<file path="src/pkg/sadc_pkg.sv">
package sadc_pkg;
   localparam int DATA_W = 16;
   localparam int SER_BITS = 16;
   localparam int CLK_PERIOD_NS = 100;
   // Least acquisition and conversion times, rounded up to whole clock cycles.
   localparam int ACQ_TIME_NS = 2000;
   localparam int ACQ_CYC = (ACQ_TIME_NS + CLK_PERIOD_NS - 1) / CLK_PERIOD_NS;
   localparam int CONV_TIME_NS = 8000;
   localparam int CONV_CYC = (CONV_TIME_NS + CLK_PERIOD_NS - 1) / CLK_PERIOD_NS;
   // Internal serial clock half period, rounded down but at least one cycle, so the clock is only slower when that floor applies.
   localparam int SCLK_HALF_NS = 200;
   localparam int SCLK_HALF_CYC = (SCLK_HALF_NS / CLK_PERIOD_NS < 1) ? 1 :
                                  SCLK_HALF_NS / CLK_PERIOD_NS;
   // Register port.
   localparam int REG_ADDR_W = 2;
   localparam logic [1:0] REG_STATUS = 2'h0;
   localparam logic [1:0] REG_MASK = 2'h1;
   localparam logic [1:0] REG_RESULT = 2'h2;
   localparam logic [1:0] REG_CONV_LEN = 2'h3;
   localparam int ST_DONE_BIT = 0;
   localparam int ST_RDERR_BIT = 1;
   localparam int ST_BUSY_BIT = 8;
   localparam int ST_PWRDN_BIT = 9;
   localparam logic [1:0] MASK_RST = 2'h0;
   localparam logic [15:0] CONV_LEN_RST = 16'(CONV_CYC);
   // Positions of the synchronised input vector.
   localparam int IN_SER = 0;
   localparam int IN_RD = 1;
   localparam int IN_CS = 2;
   localparam int IN_CNV = 3;
   localparam int IN_RST = 4;
   localparam int IN_PWRDN = 5;
   localparam int IN_DATA = 6;
   localparam int IN_W = IN_DATA + DATA_W;
   // Idle levels of the synchronised inputs; the active-low ones rest high.
   localparam logic [IN_W-1:0] IN_IDLE = IN_W'((32'h1 << IN_CS) | (32'h1 << IN_RD) |
                                                (32'h1 << IN_CNV));
   // Shared data pins used by the serial port.
   localparam int PIN_CLKSRC = 4;
   localparam int PIN_SYNCINV = 5;
   localparam int PIN_CLKINV = 6;
   localparam int PIN_RDMODE = 7;
   localparam int PIN_SER_OUT = 8;
   localparam int PIN_SCLK = 9;
   localparam int PIN_SYNC = 10;
   localparam int PIN_RDERR = 11;
   localparam int PIN_SER_LO = 4;
   localparam int PIN_SER_HI = 11;
endpackage : sadc_pkg

</file>
<file path="src/rtl/sadc_sync.sv">
`timescale 1ns/1ps
module sadc_sync #(
   parameter int W = 1,
   // Idle level of each pin, so that leaving reset shows no false edge.
   parameter logic [W-1:0] RST_VAL = '0
) (
   // Clock and reset.
   input wire logic mclk_i,
   input wire logic rst_n_i,
   // Asynchronous inputs.
   input wire logic [W-1:0] pin_i,
   // Synchronised level and edges.
   output logic [W-1:0] level_o,
   output logic [W-1:0] rise_o,
   output logic [W-1:0] fall_o
);
   typedef struct packed {
      logic [W-1:0] meta_reg;
      logic [W-1:0] lvl_reg;
      logic [W-1:0] old_reg;
   } sadc_sync_t;

   sadc_sync_t s;
   sadc_sync_t n;

   // Only the second stage and later are looked at, the first may be metastable.
   always_comb
   begin
      n.meta_reg = pin_i;
      n.lvl_reg = s.meta_reg;
      n.old_reg = s.lvl_reg;
   end

   always_ff @(posedge mclk_i)
   begin
      if (!rst_n_i)
         s <= {RST_VAL, RST_VAL, RST_VAL};
      else
         s <= n;
   end

   assign level_o = s.lvl_reg;
   assign rise_o = s.lvl_reg & ~s.old_reg;
   assign fall_o = ~s.lvl_reg & s.old_reg;
endmodule : sadc_sync

</file>
<file path="src/rtl/sadc_top.sv">
`timescale 1ns/1ps
module sadc_top (
   // Clock and reset.
   input wire logic mclk_i,
   input wire logic rst_n_i,
   // Converter control pins.
   input wire logic convert_start_n_i,
   input wire logic reset_pin_i,
   input wire logic power_down_request_i,
   input wire logic serial_parallel_select_i,
   input wire logic cs_n_i,
   input wire logic rd_n_i,
   // Result from the analog core.
   input wire logic [15:0] adc_code_i,
   // Shared data pins.
   input wire logic [15:0] data_i,
   output logic [15:0] data_o,
   output logic [15:0] data_oe_n_o,
   output logic busy_o,
   // Register port.
   input wire logic [1:0] reg_addr_i,
   input wire logic [15:0] reg_wdata_i,
   input wire logic reg_we_i,
   input wire logic reg_re_i,
   output logic [15:0] reg_rdata_o,
   output logic irq_o
);
   typedef enum logic [1:0] {ST_ACQ, ST_WAIT, ST_CONV, ST_PWRDN} sadc_st_t;

   typedef struct packed {
      sadc_st_t st;
      logic [15:0] cnt;
      logic [15:0] conv_len_reg;
      logic [15:0] result_reg;
      logic [15:0] shift_reg;
      logic ready_reg;
      logic frame_reg;
      logic [4:0] bit_cnt;
      logic [3:0] div_cnt;
      logic sclk_reg;
      logic rderr_reg;
      logic busy_reg;
      logic [1:0] status_reg;
      logic [1:0] mask_reg;
      logic [15:0] rdata_reg;
      logic [15:0] data_reg;
      logic [15:0] oe_n_reg;
      logic irq_reg;
   } sadc_state_t;

   sadc_state_t s;
   sadc_state_t n;

   logic [sadc_pkg::IN_W-1:0] pins_raw;
   logic [sadc_pkg::IN_W-1:0] lvl;
   logic [sadc_pkg::IN_W-1:0] rise;
   logic [sadc_pkg::IN_W-1:0] fall;
   logic ser;
   logic bus_en;
   logic ext;
   logic clk_inv;
   logic sync_inv;
   logic rd_mode;
   logic pin_rst;
   logic pwr_dn;
   logic cnv_fall;
   logic sclk_rise;
   logic sclk_fall;
   logic upd_edge;
   logic val_edge;
   logic acq_end;
   logic conv_end;
   logic start_conv;
   logic [1:0] events;
   logic [1:0] w1c;

   assign pins_raw = {data_i, power_down_request_i, reset_pin_i, convert_start_n_i,
                      cs_n_i, rd_n_i, serial_parallel_select_i};

   sadc_sync #(
      .W(sadc_pkg::IN_W),
      .RST_VAL(sadc_pkg::IN_IDLE)
   ) u_sync (
      .mclk_i(mclk_i),
      .rst_n_i(rst_n_i),
      .pin_i(pins_raw),
      .level_o(lvl),
      .rise_o(rise),
      .fall_o(fall)
   );

   assign ser = lvl[sadc_pkg::IN_SER];
   assign bus_en = !(lvl[sadc_pkg::IN_CS] | lvl[sadc_pkg::IN_RD]);
   assign ext = ser & lvl[sadc_pkg::IN_DATA + sadc_pkg::PIN_CLKSRC];
   assign sync_inv = lvl[sadc_pkg::IN_DATA + sadc_pkg::PIN_SYNCINV];
   assign clk_inv = lvl[sadc_pkg::IN_DATA + sadc_pkg::PIN_CLKINV];
   assign rd_mode = lvl[sadc_pkg::IN_DATA + sadc_pkg::PIN_RDMODE];
   assign pin_rst = lvl[sadc_pkg::IN_RST];
   assign pwr_dn = lvl[sadc_pkg::IN_PWRDN];
   assign cnv_fall = fall[sadc_pkg::IN_CNV];
   assign sclk_rise = rise[sadc_pkg::IN_DATA + sadc_pkg::PIN_SCLK];
   assign sclk_fall = fall[sadc_pkg::IN_DATA + sadc_pkg::PIN_SCLK];
   assign upd_edge = clk_inv ? sclk_fall : sclk_rise;
   assign val_edge = clk_inv ? sclk_rise : sclk_fall;
   assign acq_end = (s.st == ST_ACQ) && (s.cnt == 16'(sadc_pkg::ACQ_CYC - 1));
   assign conv_end = (s.st == ST_CONV) &&
                     (({1'b0, s.cnt} + 17'h00001) >= {1'b0, s.conv_len_reg});
   // A start is only taken while no power down is pending.
   assign start_conv = !pin_rst && !pwr_dn &&
                       ((acq_end && !lvl[sadc_pkg::IN_CNV]) ||
                        ((s.st == ST_WAIT) && cnv_fall));
   assign w1c = (reg_we_i && (reg_addr_i == sadc_pkg::REG_STATUS)) ? reg_wdata_i[1:0] : 2'h0;

   always_comb
   begin
      n = s;
      n.rderr_reg = 1'b0;
      events = 2'h0;

      // Serial engine.
      if (!ser)
      begin
         n.frame_reg = 1'b0;
         n.sclk_reg = 1'b0;
      end
      else if (!ext)
      begin
         if (!s.frame_reg)
         begin
            n.sclk_reg = 1'b0;
            if (s.ready_reg && bus_en &&
                (rd_mode ? (s.st == ST_CONV) : (s.st != ST_CONV)))
            begin
               n.frame_reg = 1'b1;
               n.shift_reg = s.result_reg;
               n.bit_cnt = 5'h00;
               n.div_cnt = 4'h0;
               n.ready_reg = 1'b0;
            end
         end
         else if (s.div_cnt == 4'(sadc_pkg::SCLK_HALF_CYC - 1))
         begin
            n.div_cnt = 4'h0;
            n.sclk_reg = !s.sclk_reg;
            // Data moves on the falling edge so it is stable at the rising edge.
            if (s.sclk_reg)
            begin
               if (s.bit_cnt == 5'(sadc_pkg::SER_BITS - 1))
                  n.frame_reg = 1'b0;
               else
               begin
                  n.shift_reg = {s.shift_reg[14:0], 1'b0};
                  n.bit_cnt = s.bit_cnt + 5'h01;
               end
            end
         end
         else
            n.div_cnt = s.div_cnt + 4'h1;
      end
      else
      begin
         n.sclk_reg = 1'b0;
         if (!s.frame_reg)
         begin
            if (s.ready_reg && bus_en)
            begin
               n.frame_reg = 1'b1;
               n.shift_reg = s.result_reg;
               n.bit_cnt = 5'h00;
               n.ready_reg = 1'b0;
            end
         end
         else if (val_edge)
         begin
            if (s.bit_cnt == 5'(sadc_pkg::SER_BITS - 1))
               n.frame_reg = 1'b0;
            else
               n.bit_cnt = s.bit_cnt + 5'h01;
         end
         else if (upd_edge && (s.bit_cnt != 5'h00))
            // The daisy-chain input fills the word from below.
            n.shift_reg = {s.shift_reg[14:0],
                           lvl[sadc_pkg::IN_DATA + sadc_pkg::PIN_RDMODE]};
      end

      // Conversion sequencer.
      case (s.st)
         ST_ACQ:
         begin
            n.cnt = s.cnt + 16'h0001;
            if (acq_end)
            begin
               n.cnt = 16'h0000;
               n.st = pwr_dn ? ST_PWRDN : ST_WAIT;
            end
         end
         ST_WAIT:
            if (pwr_dn)
               n.st = ST_PWRDN;
         ST_CONV:
         begin
            n.cnt = s.cnt + 16'h0001;
            if (conv_end)
            begin
               n.cnt = 16'h0000;
               n.busy_reg = 1'b0;
               n.result_reg = adc_code_i;
               n.ready_reg = 1'b1;
               events[sadc_pkg::ST_DONE_BIT] = 1'b1;
               // A read still in flight is abandoned; the new word replaces it.
               if (s.frame_reg && !n.frame_reg)
                  n.frame_reg = 1'b0;
               else if (s.frame_reg)
               begin
                  n.frame_reg = 1'b0;
                  if (ext)
                  begin
                     n.rderr_reg = 1'b1;
                     events[sadc_pkg::ST_RDERR_BIT] = 1'b1;
                  end
               end
               n.st = pwr_dn ? ST_PWRDN : ST_ACQ;
            end
         end
         ST_PWRDN:
            if (!pwr_dn)
            begin
               n.st = ST_ACQ;
               n.cnt = 16'h0000;
            end
         default:
         begin
            n.st = ST_ACQ;
            n.cnt = 16'h0000;
         end
      endcase

      if (start_conv)
      begin
         n.st = ST_CONV;
         n.cnt = 16'h0000;
         n.busy_reg = 1'b1;
      end

      if (pin_rst)
      begin
         n.st = ST_ACQ;
         n.cnt = 16'h0000;
         n.busy_reg = 1'b0;
         n.ready_reg = 1'b0;
         n.frame_reg = 1'b0;
         n.sclk_reg = 1'b0;
         n.rderr_reg = 1'b0;
         events = 2'h0;
      end

      // Register port; a new event wins over a clear in the same cycle.
      n.status_reg = (s.status_reg & ~w1c) | events;
      if (reg_we_i && (reg_addr_i == sadc_pkg::REG_MASK))
         n.mask_reg = reg_wdata_i[1:0];
      if (reg_we_i && (reg_addr_i == sadc_pkg::REG_CONV_LEN))
         n.conv_len_reg = reg_wdata_i;
      n.rdata_reg = 16'h0000;
      if (reg_re_i)
         case (reg_addr_i)
            sadc_pkg::REG_STATUS:
            begin
               n.rdata_reg[1:0] = s.status_reg;
               n.rdata_reg[sadc_pkg::ST_BUSY_BIT] = s.busy_reg;
               n.rdata_reg[sadc_pkg::ST_PWRDN_BIT] = (s.st == ST_PWRDN);
            end
            sadc_pkg::REG_MASK:
               n.rdata_reg[1:0] = s.mask_reg;
            sadc_pkg::REG_RESULT:
               n.rdata_reg = s.result_reg;
            default:
               n.rdata_reg = s.conv_len_reg;
         endcase
      n.irq_reg = |(n.status_reg & n.mask_reg);

      // Pin drive, built from the next state so no extra lag is added.
      for (int k = 0; k < sadc_pkg::DATA_W; k++)
      begin
         n.data_reg[k] = n.result_reg[k];
         n.oe_n_reg[k] = !bus_en;
         if (ser && (k >= sadc_pkg::PIN_SER_LO) && (k <= sadc_pkg::PIN_SER_HI))
         begin
            n.data_reg[k] = 1'b0;
            n.oe_n_reg[k] = 1'b1;
         end
      end
      if (ser)
      begin
         n.data_reg[sadc_pkg::PIN_SER_OUT] = n.shift_reg[15] & n.frame_reg;
         n.oe_n_reg[sadc_pkg::PIN_SER_OUT] = !bus_en;
         n.data_reg[sadc_pkg::PIN_SCLK] = n.sclk_reg ^ clk_inv;
         n.oe_n_reg[sadc_pkg::PIN_SCLK] = ext;
         // With the host clock the sync pin just rests at its inactive level.
         n.data_reg[sadc_pkg::PIN_SYNC] = (n.frame_reg & !ext) ^ sync_inv;
         n.oe_n_reg[sadc_pkg::PIN_SYNC] = 1'b0;
         n.data_reg[sadc_pkg::PIN_RDERR] = n.rderr_reg;
         n.oe_n_reg[sadc_pkg::PIN_RDERR] = 1'b0;
      end
   end

   always_ff @(posedge mclk_i)
   begin
      if (!rst_n_i)
      begin
         s <= '0;
         s.conv_len_reg <= sadc_pkg::CONV_LEN_RST;
         s.mask_reg <= sadc_pkg::MASK_RST;
         s.oe_n_reg <= 16'hFFFF;
      end
      else
         s <= n;
   end

   assign data_o = s.data_reg;
   assign data_oe_n_o = s.oe_n_reg;
   assign busy_o = s.busy_reg;
   assign reg_rdata_o = s.rdata_reg;
   assign irq_o = s.irq_reg;
endmodule : sadc_top

</file>
<file path="config.mk">
export PLATFORM = sky130hd
export DESIGN_NAME = sadc_top
export DESIGN_NICKNAME = d
export VERILOG_FILES = /design/src/pkg/sadc_pkg.sv /design/src/rtl/sadc_sync.sv /design/src/rtl/sadc_top.sv
export SDC_FILE = /design/constraint.sdc
export NUM_CORES = 1
export LEC_CHECK = 0
export BUFFER_PORTS_ARGS = -buffer_cell sky130_fd_sc_hd__buf_2
export CORE_MARGIN = 3
export CORE_UTILIZATION = 30
export CTS_CLUSTER_DIAMETER = 30
export CTS_CLUSTER_SIZE = 16
export DETAILED_ROUTE_END_ITERATION = 16
export MAX_ROUTING_LAYER = met4
export PLACE_DENSITY = 0.54
export SYNTH_ARGS = -nofsm -noshare
export SYNTH_HDL_FRONTEND = slang
export SYNTH_SLANG_ARGS = --single-unit
</file>
<file path="constraint.sdc">
create_clock -name mclk_i -period 3 [get_ports mclk_i]
set_clock_uncertainty 0.15 [all_clocks]
set_input_delay 0.45 -clock mclk_i [delete_from_list [all_inputs] [get_ports mclk_i]]
set_output_delay 0.45 -clock mclk_i [all_outputs]
set_load 0.02 [all_outputs]
</file>
==> out/results.ini <==
[logic_synthesis]
synth_edf_count=0
avgSynthCellArea_sq_um=9.02
synthFlopType=dfxtp_1
synth_cells=732
ys_ff_latch=136
synth_nets=813
ys_seq_area_frac=0.412
async_reset_ff_frac=0
synth.largest_area_cell=dfxtp_1
synth_area_sq_um=6600
yosysUniqueCellTypes=66
ys_warn_count=0
netlist_top_cells_area=dfxtp_1 41%, buf_4 5.9%, mux2i_1 5.6%
synth_top_area_frac=0.412

[placement]
placed_area_sq_um=7520
place.port_buffers=98
gp_congestion=0.861
dp_worst_setup_slack_ns=-0.333
place_hpwl_um=12500

[floorplan]
rows=53
num_io_pins=110
die_y_um=154
dieArea_sq_um=23800
core_sq_um=21400
start_util=0.309
die_x_um=154

[timing]
worst_slew_pin_slew_ns=0.924
fin_crit_sh=1.07
max_slew_margin=0.379
min_period_ns=3.20
clock.fmax_ghz=0.312
finalSetupViolations=39
rsz0062_at_grt=true
slew_violations=0
fin_ws_ns=-0.205
finalHoldViolations=0

[detailed_routing]
wl_um=17600
drcViolationCount=0
detail_route.wl_per_cell_um=15.4
wl_met2_um=7920
ant_nets=0
drt_pass1_iterations=4
drt-vias-per-instance=4.67
num_vias=5316
met3_length_um=873
drt_iter0_drc=270
met1Wirelength_um=8470
routed.top_layer=met4

[layout]
area_delta_synth_final_pct=31.9
drive_gt1_frac=0.339
fin_nets=933
diodes=0
final_area_sq_um=8710

[setup_path]
cp_cell_sequence=ha_4, nand3_4, or2_4, nor2_4, xnor2_2, ha_1, a21o_1, a21o_1, or2_1, or3_4, a21oi_4, nor2_4, o41ai_2
r2r_start=s[115]$_SDFFE_PP0P_
crit_buf_inv=0
crit_family=simple AND/OR/NAND/NOR gates
cpPeakStageDelay_ns=0.40
critPathSlowestCell=or3_4
path_max_fanout=6
crit_type=flip-flop to flip-flop
cp-end-kind=flip-flop
cp-start-kind=flip-flop
cp.arrival_ns=3.38
cp-startpoint=s[115]$_SDFFE_PP0P_
cp.required_ns=3.17

[power]
ir_drop_v=0.000357
p_total_w=0.00431
leakagePower_nw=3.64
powerDensity_nw_per_um2=495

[clock_network]
cts_sinks=136
cts_tree=yes
clk_pin_slew_ns=0.06
numCtsBuffers=17
h-tree-depth=4
cts_max_path_buffers=2
cts_root_buf=clkbuf_16
worstSkewPairLatency_ns=0.42

[run]
maxCapViolCount=0

[grt]
grt_pass1_wl_um=27800
grt_start_max_net_pins=94
antenna_found_initial=0
grt_overflow=0
grt_pass1_vias=5143
grtUsageTotal=0.151

[outcome]
status=finished, violations left
violations=negative setup slack

[min_path]
worstHoldStart=cs_n_i
hp-class=input port to flip-flop

==> sequential cells by signal, indices dropped and copies added, names as in the netlist <==
name / cells
u_sync.s: 2
reg_rdata_o: 16
busy_o: 1
u_sync.level_o: 11
data_oe_n_o: 4
data_o: 8
irq_o: 1
s: 82
u_sync.n: 11
==> layer usage <==
layer | GRT usage | vias up
met3 | 0.0322 | 14
li1 | - | 2751
met5 | - | -
met1 | 0.202 | 2429
met4 | 0.0597 | 0
met2 | 0.223 | 122
==> through the flow <==
| step | utilization | cells | hold WS (ns) | setup TNS [ns] |
|---|---|---|---|---|
| final | 0.408 | 1139 | 0.0555 | -4.90 |
| after global routing | 0.408 | 1139 | 0.0612 | -12.88 |
| after CTS | 0.398 | 1137 | 0.0435 | -2.97 |
| after detailed placement | 0.352 | 1088 | 0.244 | -7.83 |
| after global placement | 0.352 | 1088 | 0.244 | -6.65 |
| after floorplan | - | 732 | 0.236 | -0.283 |
==> placed cells by master (no fill, tap or decap), types with 5 or more instances in the layout <==
cell	n
nor3_1	5
o211a_1	15
o21ai_1	6
and2_1	21
a21boi_0	16
nor2b_1	34
nor4_1	5
inv_1	24
a21oi_1	25
o21ai_0	14
buf_6	9
nand2b_1	15
o21ai_2	10
xnor2_1	6
buf_2	98
dfxtp_1	129
nor2_1	34
xnor2_2	7
nand2_1	83
mux2i_1	33
a22oi_1	11
a21oi_2	6
clkbuf_16	17
nor3b_1	7
buf_4	72
dfxtp_2	5
nand4_1	10
ha_1	16
nand3_1	12
o2111ai_1	6
==> timing repair <==
action                                  4_1_cts  5_1_grt
pin swaps                                    13       15
hold buffers                                  0        0
gates resized for setup                      48       34
buffers inserted                             19        5
endpoints found under the setup margin       46       46
==> cell type report <==
class / count / area [sq um]
clock buffers: 21 / 460
clock inverters: 10 / 169
well taps: 275 / 344
flip-flops and latches: 136 / 2740
fillers: 2100 / 12600
repair buffers: 184 / 1230
multi-input cells: 488 / 3680
inverters: 25 / 93.8
==> kinds of logic after synthesis <==
kind of cell,Yosys count,synth area share
mux,41,0.0663
compound gates,146,0.156
flops,136,0.412
xor+xnor,18,0.0239
fa+ha+maj,21,0.0398
simple gates,262,0.208
buf+inv,108,0.0938
==> synth_stat cells, drive strengths merged (2+ instances only) <==
| cell | number |
|---|---|
| nor4b | 2 |
| nor2b | 34 |
| o211a | 15 |
| a211oi | 4 |
| inv | 24 |
| and3 | 2 |
| mux2 | 2 |
| mux2i | 37 |
| nor3b | 7 |
| or4 | 2 |
| o31ai | 3 |
| a21oi | 32 |
| nor4 | 6 |
| and2 | 21 |
| ha | 21 |
| or2 | 3 |
| nand4 | 10 |
| xnor2 | 13 |
| or3 | 3 |
| buf | 59 |
| o41ai | 4 |
| nor2 | 39 |
| o21bai | 2 |
| o22ai | 4 |
| a22oi | 11 |
| a31oi | 3 |
| o211ai | 4 |
| nand3 | 19 |
| mux4 | 2 |
| clkbuf | 24 |
| nand2 | 84 |
| xor2 | 5 |
| a21boi | 16 |
| a41oi | 2 |
| nor3 | 8 |
| nand3b | 2 |
| a21o | 3 |
| o2111ai | 6 |
| o21ai | 32 |
| nand2b | 16 |
| dfxtp | 136 |
==> where the power goes <==
group / internal (W) / leakage, nW / switching [W] / total, W
logic: 0.000104 / 2.23 / 0.000120 / 0.000224
registers: 0.00184 / 1.11 / 0.0000188 / 0.00185
clock network: 0.00144 / 0.296 / 0.000796 / 0.00223
==> path summary, 6_finish.rpt <==
kind,slack [ns],depth (start not counted),endpoint
max,-0.20,13,s[119]$_SDFFE_PP0P_
min,0.06,2,u_sync.n[24]$_SDFF_PN1_
max reg2reg,-0.20,13,s[119]$_SDFFE_PP0P_
min reg2reg,0.26,1,u_sync.level_o[3]$_SDFF_PN1_
No activity file was read; power rests on OpenSTA's default activity.
